<file path="config.mk">
export PLATFORM = sky130hd
export DESIGN_NAME = setpoint_host_flat
export DESIGN_NICKNAME = d
export VERILOG_FILES = /design/src/design/setpoint_pkg.sv /design/src/design/setpoint_if.sv /design/src/design/setpoint_host.sv /design/src/flat_wrapper.sv
export SDC_FILE = /design/constraint.sdc
export NUM_CORES = 1
export LEC_CHECK = 0
export BUFFER_PORTS_ARGS = -buffer_cell sky130_fd_sc_hd__buf_2
export CORE_ASPECT_RATIO = 1.2
export CORE_MARGIN = 5
export CORE_UTILIZATION = 62
export DETAILED_ROUTE_END_ITERATION = 6
export PLACE_DENSITY = 0.91
export SETUP_SLACK_MARGIN = 0.05
export SLEW_MARGIN = 30
export SYNTH_ARGS = -nofsm -noshare
export SYNTH_HDL_FRONTEND = slang
export SYNTH_SLANG_ARGS = --single-unit
</file>
<file path="constraint.sdc">
create_clock -name ref_clk -period 5.8 [get_ports ref_clk]
set_input_delay 0.58 -clock ref_clk [delete_from_list [all_inputs] [get_ports ref_clk]]
set_output_delay 0.58 -clock ref_clk [all_outputs]
set_load 0.02 [all_outputs]
</file>
<file path="src/design/setpoint_pkg.sv">
// shared constants for the serial load-current set-point link
`default_nettype none
package setpoint_pkg;
  localparam int unsigned WORD_W          = 12;
  localparam int unsigned WORD_STEPS      = 4096;
  localparam int unsigned MSB_IDX         = 11;
  localparam int unsigned BIT_CNT_W       = 4;
  localparam logic [3:0]  LAST_BIT        = 4'hB;
  localparam logic [11:0] SETPOINT_RESET  = 12'h000;
  localparam int unsigned REF_CLK_HZ      = 25_000_000;
  localparam int unsigned PREP_TIME_NS    = 1000;
  localparam int unsigned PREP_CYCLES     = (PREP_TIME_NS * (REF_CLK_HZ / 1_000_000) + 999) / 1000;
  localparam int unsigned SHIFT_MAX_HZ    = 500_000;
  localparam int unsigned HALF_CYCLES     = (REF_CLK_HZ / SHIFT_MAX_HZ + 1) / 2;
  localparam int unsigned SETTLE_TIME_US  = 100;
  localparam int unsigned SETTLE_CYCLES   = SETTLE_TIME_US * (REF_CLK_HZ / 1_000_000);
  localparam int unsigned CNT_W           = 12;
  localparam real         FULL_SCALE_AMPS = 10.0;
  localparam real         MAX_CODE_AMPS   = 9.99756;
  localparam real         FAULT_VOLTS     = 2.5;
  localparam logic [11:0] FAULT_MV        = 12'h9C4;
endpackage
`default_nettype wire

</file>
<file path="src/design/setpoint_if.sv">
// interface joining host and load ends of the set-point link
`default_nettype none
interface setpoint_if;
  logic serial_in;
  logic shift_clk;
  logic select_n;
  logic transfer_pulse_n;
  logic fault_n;
  modport host (output serial_in, output shift_clk, output select_n,
                output transfer_pulse_n, input fault_n);
  modport load (input serial_in, input shift_clk, input select_n,
                input transfer_pulse_n, output fault_n);
endinterface
`default_nettype wire

</file>
<file path="src/design/setpoint_host.sv">
// host end: bit-bangs a 12-bit set-point word onto the link
`default_nettype none
module setpoint_host (
  input  wire logic                            ref_clk,
  input  wire logic                            rst_n,
  setpoint_if.host                             link,
  input  wire logic                            send,
  input  wire logic [setpoint_pkg::WORD_W-1:0] word,
  output logic                                 busy,
  output logic                                 fault
);
  import setpoint_pkg::*;

  typedef enum logic [2:0] {
    S_IDLE = 3'b000, S_PREP = 3'b001, S_LOW = 3'b011, S_HIGH = 3'b010,
    S_SEL = 3'b110, S_XLOW = 3'b111, S_XHIGH = 3'b101
  } phase_t;

  typedef struct packed {
    phase_t            phase;
    logic [WORD_W-1:0] data;
    logic [3:0]        bits;
    logic [CNT_W-1:0]  cnt;
    logic              sdo, sck, sel_n, xfer_n, busy;
    logic [1:0]        flt_sync;
    logic              fault;
  } host_state_t;
  host_state_t s, next_s;

  always_comb begin
    next_s          = s;
    next_s.flt_sync = {s.flt_sync[0], ~link.fault_n};
    next_s.fault    = s.flt_sync[1];
    if (s.cnt != '0) begin
      next_s.cnt = s.cnt - 12'h001;
    end else begin
      unique case (s.phase)
        S_IDLE: if (send) begin
          next_s.data  = word;
          next_s.busy  = 1'b1;
          next_s.phase = S_PREP;
          next_s.cnt   = 12'(PREP_CYCLES);
        end
        S_PREP: begin
          next_s.sel_n = 1'b0;
          next_s.sdo   = s.data[MSB_IDX];
          next_s.data  = {s.data[WORD_W-2:0], 1'b0};
          next_s.bits  = 4'h0;
          next_s.phase = S_LOW;
          next_s.cnt   = 12'(HALF_CYCLES);
        end
        S_LOW: begin
          next_s.sck = 1'b0;
          // next bit moves on the falling edge, never with the capturing rise
          if (s.bits != 4'h0) begin
            next_s.sdo  = s.data[MSB_IDX];
            next_s.data = {s.data[WORD_W-2:0], 1'b0};
          end
          next_s.phase = S_HIGH;
          next_s.cnt   = 12'(HALF_CYCLES);
        end
        S_HIGH: begin
          next_s.sck = 1'b1;
          next_s.cnt = 12'(HALF_CYCLES);
          if (s.bits == LAST_BIT) begin
            next_s.phase = S_SEL;
          end else begin
            next_s.bits  = s.bits + 4'h1;
            next_s.phase = S_LOW;
          end
        end
        S_SEL: begin
          next_s.sel_n = 1'b1;
          next_s.phase = S_XLOW;
          next_s.cnt   = 12'(HALF_CYCLES);
        end
        S_XLOW: begin
          next_s.xfer_n = 1'b0;
          next_s.phase  = S_XHIGH;
          next_s.cnt    = 12'(HALF_CYCLES);
        end
        S_XHIGH: begin
          next_s.xfer_n = 1'b1;
          next_s.busy   = 1'b0;
          next_s.phase  = S_IDLE;
          next_s.cnt    = 12'(PREP_CYCLES);
        end
        default: next_s.phase = S_IDLE;
      endcase
    end
  end

  always_ff @(posedge ref_clk or negedge rst_n) begin
    if (!rst_n) begin
      s <= '{phase: S_IDLE, data: '0, bits: '0, cnt: '0, sdo: 1'b0, sck: 1'b1,
             sel_n: 1'b1, xfer_n: 1'b1, busy: 1'b0, flt_sync: '0, fault: 1'b0};
    end else begin
      s <= next_s;
    end
  end

  assign link.serial_in        = s.sdo;
  assign link.shift_clk        = s.sck;
  assign link.select_n         = s.sel_n;
  assign link.transfer_pulse_n = s.xfer_n;
  assign busy                  = s.busy;
  assign fault                 = s.fault;
endmodule
`default_nettype wire

</file>
<file path="src/flat_wrapper.sv">
// flat-port wrapper written by rule: the top's interface ports become plain ports
module setpoint_host_flat import setpoint_pkg::*;
  (ref_clk, rst_n, send, word, busy, fault, link_serial_in, link_shift_clk, link_select_n, link_transfer_pulse_n, link_fault_n);
  setpoint_if link_i ();
  input  wire logic ref_clk;
  input  wire logic rst_n;
  input  wire logic send;
  input  wire logic [setpoint_pkg::WORD_W-1:0] word;
  output logic busy;
  output logic fault;
  output wire logic [$bits(link_i.serial_in)-1:0] link_serial_in;
  output wire logic [$bits(link_i.shift_clk)-1:0] link_shift_clk;
  output wire logic [$bits(link_i.select_n)-1:0] link_select_n;
  output wire logic [$bits(link_i.transfer_pulse_n)-1:0] link_transfer_pulse_n;
  input wire logic [$bits(link_i.fault_n)-1:0] link_fault_n;
  assign link_serial_in = link_i.serial_in;
  assign link_shift_clk = link_i.shift_clk;
  assign link_select_n = link_i.select_n;
  assign link_transfer_pulse_n = link_i.transfer_pulse_n;
  assign link_i.fault_n = link_fault_n;
  setpoint_host u_core (.ref_clk(ref_clk), .rst_n(rst_n), .link(link_i), .send(send), .word(word), .busy(busy), .fault(fault));
endmodule
</file>
-- Yosys cells after proc, flatten, opt, wreduce, memory -nomap -nowiden
Index checks and enable logic that the tools add are counted.
- bits of input ports: 16
- latch bits: 0
- output and inout port bits: 6
- bits in read-only memories: 0
- memories: 0
- bits in registers: 39
- RAM bits: 0
- reduce and logical (&&, ||, !) cells: 21
- order comparisons: 0
- divide/modulo/power cells: 0
- bitwise logic cells: 2
- multiply operators: 0
- add/sub/neg operators: 2
- shifts and indexed selects: 0
- multiplexer cells: 17
- eq/ne operators: 11
- operator list (cell ; number):
    12-bit 2-to-1 mux ; 3
    12-bit one-hot mux with 3 select lines ; 1
    12-bit one-hot mux with 2 select lines ; 1
    3-bit one-hot mux with 6 select lines ; 1
    15-bit 2-to-1 mux ; 1
    12-bit nonzero test ; 1
    2-bit nonzero test ; 6
    12-bit by 1-bit subtractor with 12-bit output (second input constant) ; 1
    1-bit one-hot mux with 2 select lines ; 5
    2-bit AND reduction ; 5
    3-bit == test (second input constant) ; 3
    3-bit AND reduction ; 3
    4-bit one-hot mux with 2 select lines ; 1
    3-bit by 2-bit == test with 1-bit output (second input constant) ; 2
    3-bit nonzero test ; 2
    6-bit OR reduction ; 1
    4-bit by 1-bit adder with 4-bit output (second input constant) ; 1
    4-bit == test (second input constant) ; 1
    4-bit 2-to-1 mux ; 1
    2-bit inequality test (second input constant) ; 2
    4-bit AND reduction ; 1
    4-bit nonzero test ; 1
    3-bit by 1-bit == test with 1-bit output (second input constant) ; 1
    3-bit zero test ; 1
    other kinds (5) ; 7

-- Depth between registers and ports, before layout
- word-level depth: 4
- mapped depth: 8
- mapped depth without buffers: 6

-- Least setup slack after synthesis
OpenSTA, ideal clock, no wires.
- path type: register to register
- from: register u_core.s[8] (netlist bit)
- to: register u_core.s[26] (netlist bit)
- setup slack: 3.719 ns
- buffers on the path: 1
- period minus slack after synthesis: 2.081 ns
- arrival time: 1.956 ns
- stages on the path, launching flop included: 8
- path through: dfrtp_1 -> inv_1 -> ha_1 -> nor4b_4 -> nand3_1 -> or4_4 -> buf_6 -> mux2_4
- cells in the longest elaborated chain, start to end: 3
- ends and longest elaborated chain (item ; RTL line ; text):
    start: declaration ; setpoint_host.sv:28 ; host_state_t s, next_s;
    start signal: assignment ; setpoint_host.sv:95 ; s <= '{phase: S_IDLE, data: '0, bits: '0, cnt: '0, sdo: 1'b0, sck: 1'b1,
    start signal: assignment ; setpoint_host.sv:98 ; s <= next_s;
    12-bit nonzero test ; setpoint_host.sv:34 ; if (s.cnt != '0) begin
    1-bit inverter (no source line) ; -- ;
    4-bit AND reduction (no source line) ; -- ;
No other way between the ends.
A chain may end at the register's enable or synchronous reset.

-- Worst setup path after layout
- from: register u_core.s[8] (netlist bit)
- to: register u_core.s[34] (netlist bit)
The elaborated chain is that of the path after synthesis.

==> tab_implementation.tex <==
\begin{tabular}{lr}
\hline
Metric & Value \\
\hline
\multicolumn{2}{l}{\textbf{Status}} \\
Run status & complete, no violations \\
\multicolumn{2}{l}{\textbf{Final layout}} \\
Count of fill cells added during filler insertion & $\sim$220 \\
Share of cells above drive strength 1 & 32.31\% \\
Antenna Diode Count & 0 \\
Synthesis-to-finish area growth & 9.279\% \\
Share of the core filled with cells in the final layout & between 70\% and 80\% \\
Final Net Count & approximately 210 \\
Final design instance area without fill & $\sim$2200 sq um \\
\multicolumn{2}{l}{\textbf{Worst setup path}} \\
Worst setup path start & u\_core.s[8]\$\_DFFE\_PN0P\_ \\
Critical Setup Path Class & flip-flop to flip-flop \\
Arrival time worst endpoint & 3.13 ns \\
Worst setup slack for register-to-register paths & about 2.9 ns \\
Worst r2r dst & u\_core.s[34]\$\_DFFE\_PN0P\_ \\
Maximum fanout along the worst path & 20 \\
Worst r2r path cells & 6 \\
Setup crit end kind & flip-flop \\
Required arrival time at the worst endpoint & around 6.0 ns \\
Critical path launch point type & flip-flop \\
Worst flop-to-flop path startpoint & u\_core.s[8]\$\_DFFE\_PN0P\_ \\
\multicolumn{2}{l}{\textbf{Clock tree}} \\
Clock tree from TritonCTS & built \\
Number of hold buffers added after cts & 0 \\
Clock Tree Buf Depth & 2 \\
Number of buffers added by the clock tree synthesis step & 5 \\
Clock latency at the later pin of the worst-skew pair & roughly 0.35 ns \\
H-tree depth & 2 \\
Clock tree sinks & 39 \\
Post-CTS Setup Inserts & 0 \\
Worst-path clk slew & 0.11 ns \\
Clock root buffer master & clkbuf\_4 \\
Post-CTS Resized & 0 \\
\multicolumn{2}{l}{\textbf{Detailed routing}} \\
Detail Route Antenna Nets & 0 \\
Violation count after the first detailed-routing iteration & 82 \\
Via-to-Cell Ratio & approximately 6.2 \\
DR vias & $\sim$1400 \\
Total DRC errors in the routed layout & 0 \\
Overall routed net length & approximately 3800 um \\
Pre-Repair DR Iteration Count & 4 \\
Wirelength per Cell & about 16 um \\
\multicolumn{2}{l}{\textbf{GRT}} \\
Total global routing track utilization & 19.67\% \\
Initial antenna violation count & 0 \\
Maximum number of pins on one net before global-route repair & 40 \\
Congestion Overflow GR & 0 \\
Wire length of the first global-routing pass & about 6600 um \\
Vias in the first global route & 1475 \\
\multicolumn{2}{l}{\textbf{Placed design}} \\
Routability congestion estimate from global placement & slightly above 0.8 \\
PortBufs & 21 \\
Placed Instance Area & around 2100 sq um \\
Dpl hpwl & between 2000 and 3000 um \\
\multicolumn{2}{l}{\textbf{Timing}} \\
Period minus WS final & 2.892 ns \\
Finish-stage setup viols & 0 \\
Achievable Freq & 345.8 MHz \\
Max-Slew Margin vs Limit & roughly 45\% \\
Max-slew violation count & 0 \\
Setup Skew & between 0.009 and 0.01 ns \\
Hold Violations, Final & 0 \\
Transition time at the pin with the least slew margin & roughly 0.83 ns \\
Fin crit share & 49.86\% \\
RSZ-0062 raised after global routing & false \\
Sum of negative setup slack & 0 ns \\
\multicolumn{2}{l}{\textbf{Die}} \\
Standard cell core area & 3083 sq um \\
Horizontal extent of the die & approximately 60 um \\
Die area & about 4500 sq um \\
Initial core utilization & about two thirds \\
Number of ports placed on the die boundary & 22 \\
Die Y-Extent & $\sim$72 um \\
Row count & 22 \\
\multicolumn{2}{l}{\textbf{Synth}} \\
Synth Area per Inst & 11.47 sq um \\
Cell variety after synth & 41 \\
Leading cell types by total area after synthesis & dfrtp\_1 45\%, mux2\_2 9.0\%, mux2\_4 6.8\% \\
Largest area contributor in the synthesized netlist & dfrtp\_1 \\
Cell area after synthesis & 1996 sq um \\
Fraction of registers with async set or reset after synthesis & 100.0\% \\
Number of flops mapped to enable cells by yosys & 0 \\
Part of the Yosys area used for sequential elements & 49.09\% \\
Most used flip-flop cell after synthesis & dfrtp\_1 \\
Synthesized net count & between 150 and 200 \\
Post-synthesis instance total & about 170 \\
Number of warnings issued by yosys & 0 \\
Count of state elements after synthesis & 39 \\
Synth top area share & a little under half \\
\multicolumn{2}{l}{\textbf{Power}} \\
Maximum vdd ir drop & roughly 170 uV \\
Power per Cell Area & between 200 and 250 nW/um\^{}2 \\
Leakage & around 1.0 nW \\
\multicolumn{2}{l}{\textbf{Run}} \\
Max-Cap Viols & 0 \\
\multicolumn{2}{l}{\textbf{Hold path}} \\
Hold WC Path Type & input pin to asynchronous set/reset pin \\
\hline
\end{tabular}
cell families after synthesis:
family	share of synthesized area, %
compound gates	11.29
xor+xnor	0.8779
buf+inv	3.762
fa+ha+maj	2.508
simple gates	15.17
flops	49.09
mux	17.30
worst max-delay path, stage by stage (launching register included):
cell	delay, ns
dfrtp_1	0.42
inv_1	0.13
ha_1	0.16
nor4b_4	0.25
nand3_1	0.60
or4_4	0.87
mux2_4	0.34
state kept, by name, indices dropped and copies added, names as in the netlist, named ones only:
name,count
u_core.s,30
u_core.next_s,2
u_core.busy,1
u_core.fault,1
u_core.link.select_n,1
u_core.link.serial_in,1
u_core.link.shift_clk,1
u_core.link.transfer_pulse_n,1
worst max path at each step:
stage	to	cells after the start
after detailed placement	u_core.s[27]$_DFFE_PN0P_	6
after CTS	u_core.s[34]$_DFFE_PN0P_	6
final	u_core.s[34]$_DFFE_PN0P_	6
after global placement	u_core.s[27]$_DFFE_PN0P_	6
after floorplan	u_core.s[26]$_DFFE_PN0P_	7
after global routing	u_core.s[34]$_DFFE_PN0P_	6
synth_stat cells (2+ instances only):
library cell  count
nand3_1           3
mux2_2           16
nor2b_1           3
a21oi_1           9
o31ai_1           4
nor3_1            5
mux2_4            9
dfrtp_1          36
nand2_1           7
o2bb2ai_1         2
o41ai_1           2
clkbuf_1          7
o21ai_0           8
or4_1             3
xnor2_1           2
inv_1            10
or3b_2            2
a31oi_1           2
nor2_1           11
ha_1              4
nand2b_1          3
nand4_1           2
or3_1             2
dfstp_2           3
mux2i_1           3
placed cells by master (no fill, tap or decap), drive strengths merged, types with 3 or more instances in the layout:
cell / netlist / routed
nand2b: 3 / 3
mux2: 25 / 25
dfrtp: 36 / 36
nor2: 11 / 11
a21oi: 9 / 9
buf: 1 / 21
o31ai: 4 / 4
o21ai: 8 / 8
nand3: 3 / 3
mux2i: 3 / 3
or4: 4 / 4
nor2b: 3 / 3
nand2: 7 / 7
nor3: 5 / 5
ha: 4 / 4
clkbuf: 7 / 7
inv: 10 / 10
dfstp: 3 / 3
final cells by class:
cell class / count / area, sq um / area share, %
Clock buffer: 7 / 65.06 / 2.983
Clock inverter: 1 / 7.507 / 0.3442
Inverter: 10 / 37.54 / 1.721
Multi-Input combinational cell: 117 / 940.9 / 43.14
Sequential cell: 39 / 979.7 / 44.92
Tap cell: 36 / 45.04 / 2.065
Timing Repair Buffer: 21 / 105.1 / 4.819
where the power goes:
| group | internal, mW | total, mW | leakage [nW] | switching (mW) |
|---|---|---|---|---|
| Sequential | 0.273 | 0.273 | 0.502 | 0.000213 |
| Combinational | 0.00676 | 0.0153 | 0.484 | 0.00851 |
| Clock | 0.0708 | 0.158 | 0.0375 | 0.0876 |
| Total | 0.351 | 0.447 | 1.02 | 0.0964 |
metrics by stage:
stage	worst slack, ns	hold WS [ns]	instances	power (mW)
after floorplan	3.719	0.2844	174	0.2829
after global placement	3.159	0.3345	223	0.2933
after detailed placement	2.969	0.3393	223	0.2941
after CTS	2.944	0.3235	231	0.4541
after global routing	2.745	0.3390	231	0.4684
final	2.908	0.3073	231	0.4469
layer usage:
layer,global-route usage [%],up-vias,routed length [um]
met2,32.25,45,1923
met1,23.98,709,1559
met3,4.982,10,207
li1,-,669,-
met4,8.491,0,94
met5,0,-,0
No activity file was read; power rests on OpenSTA's default activity.
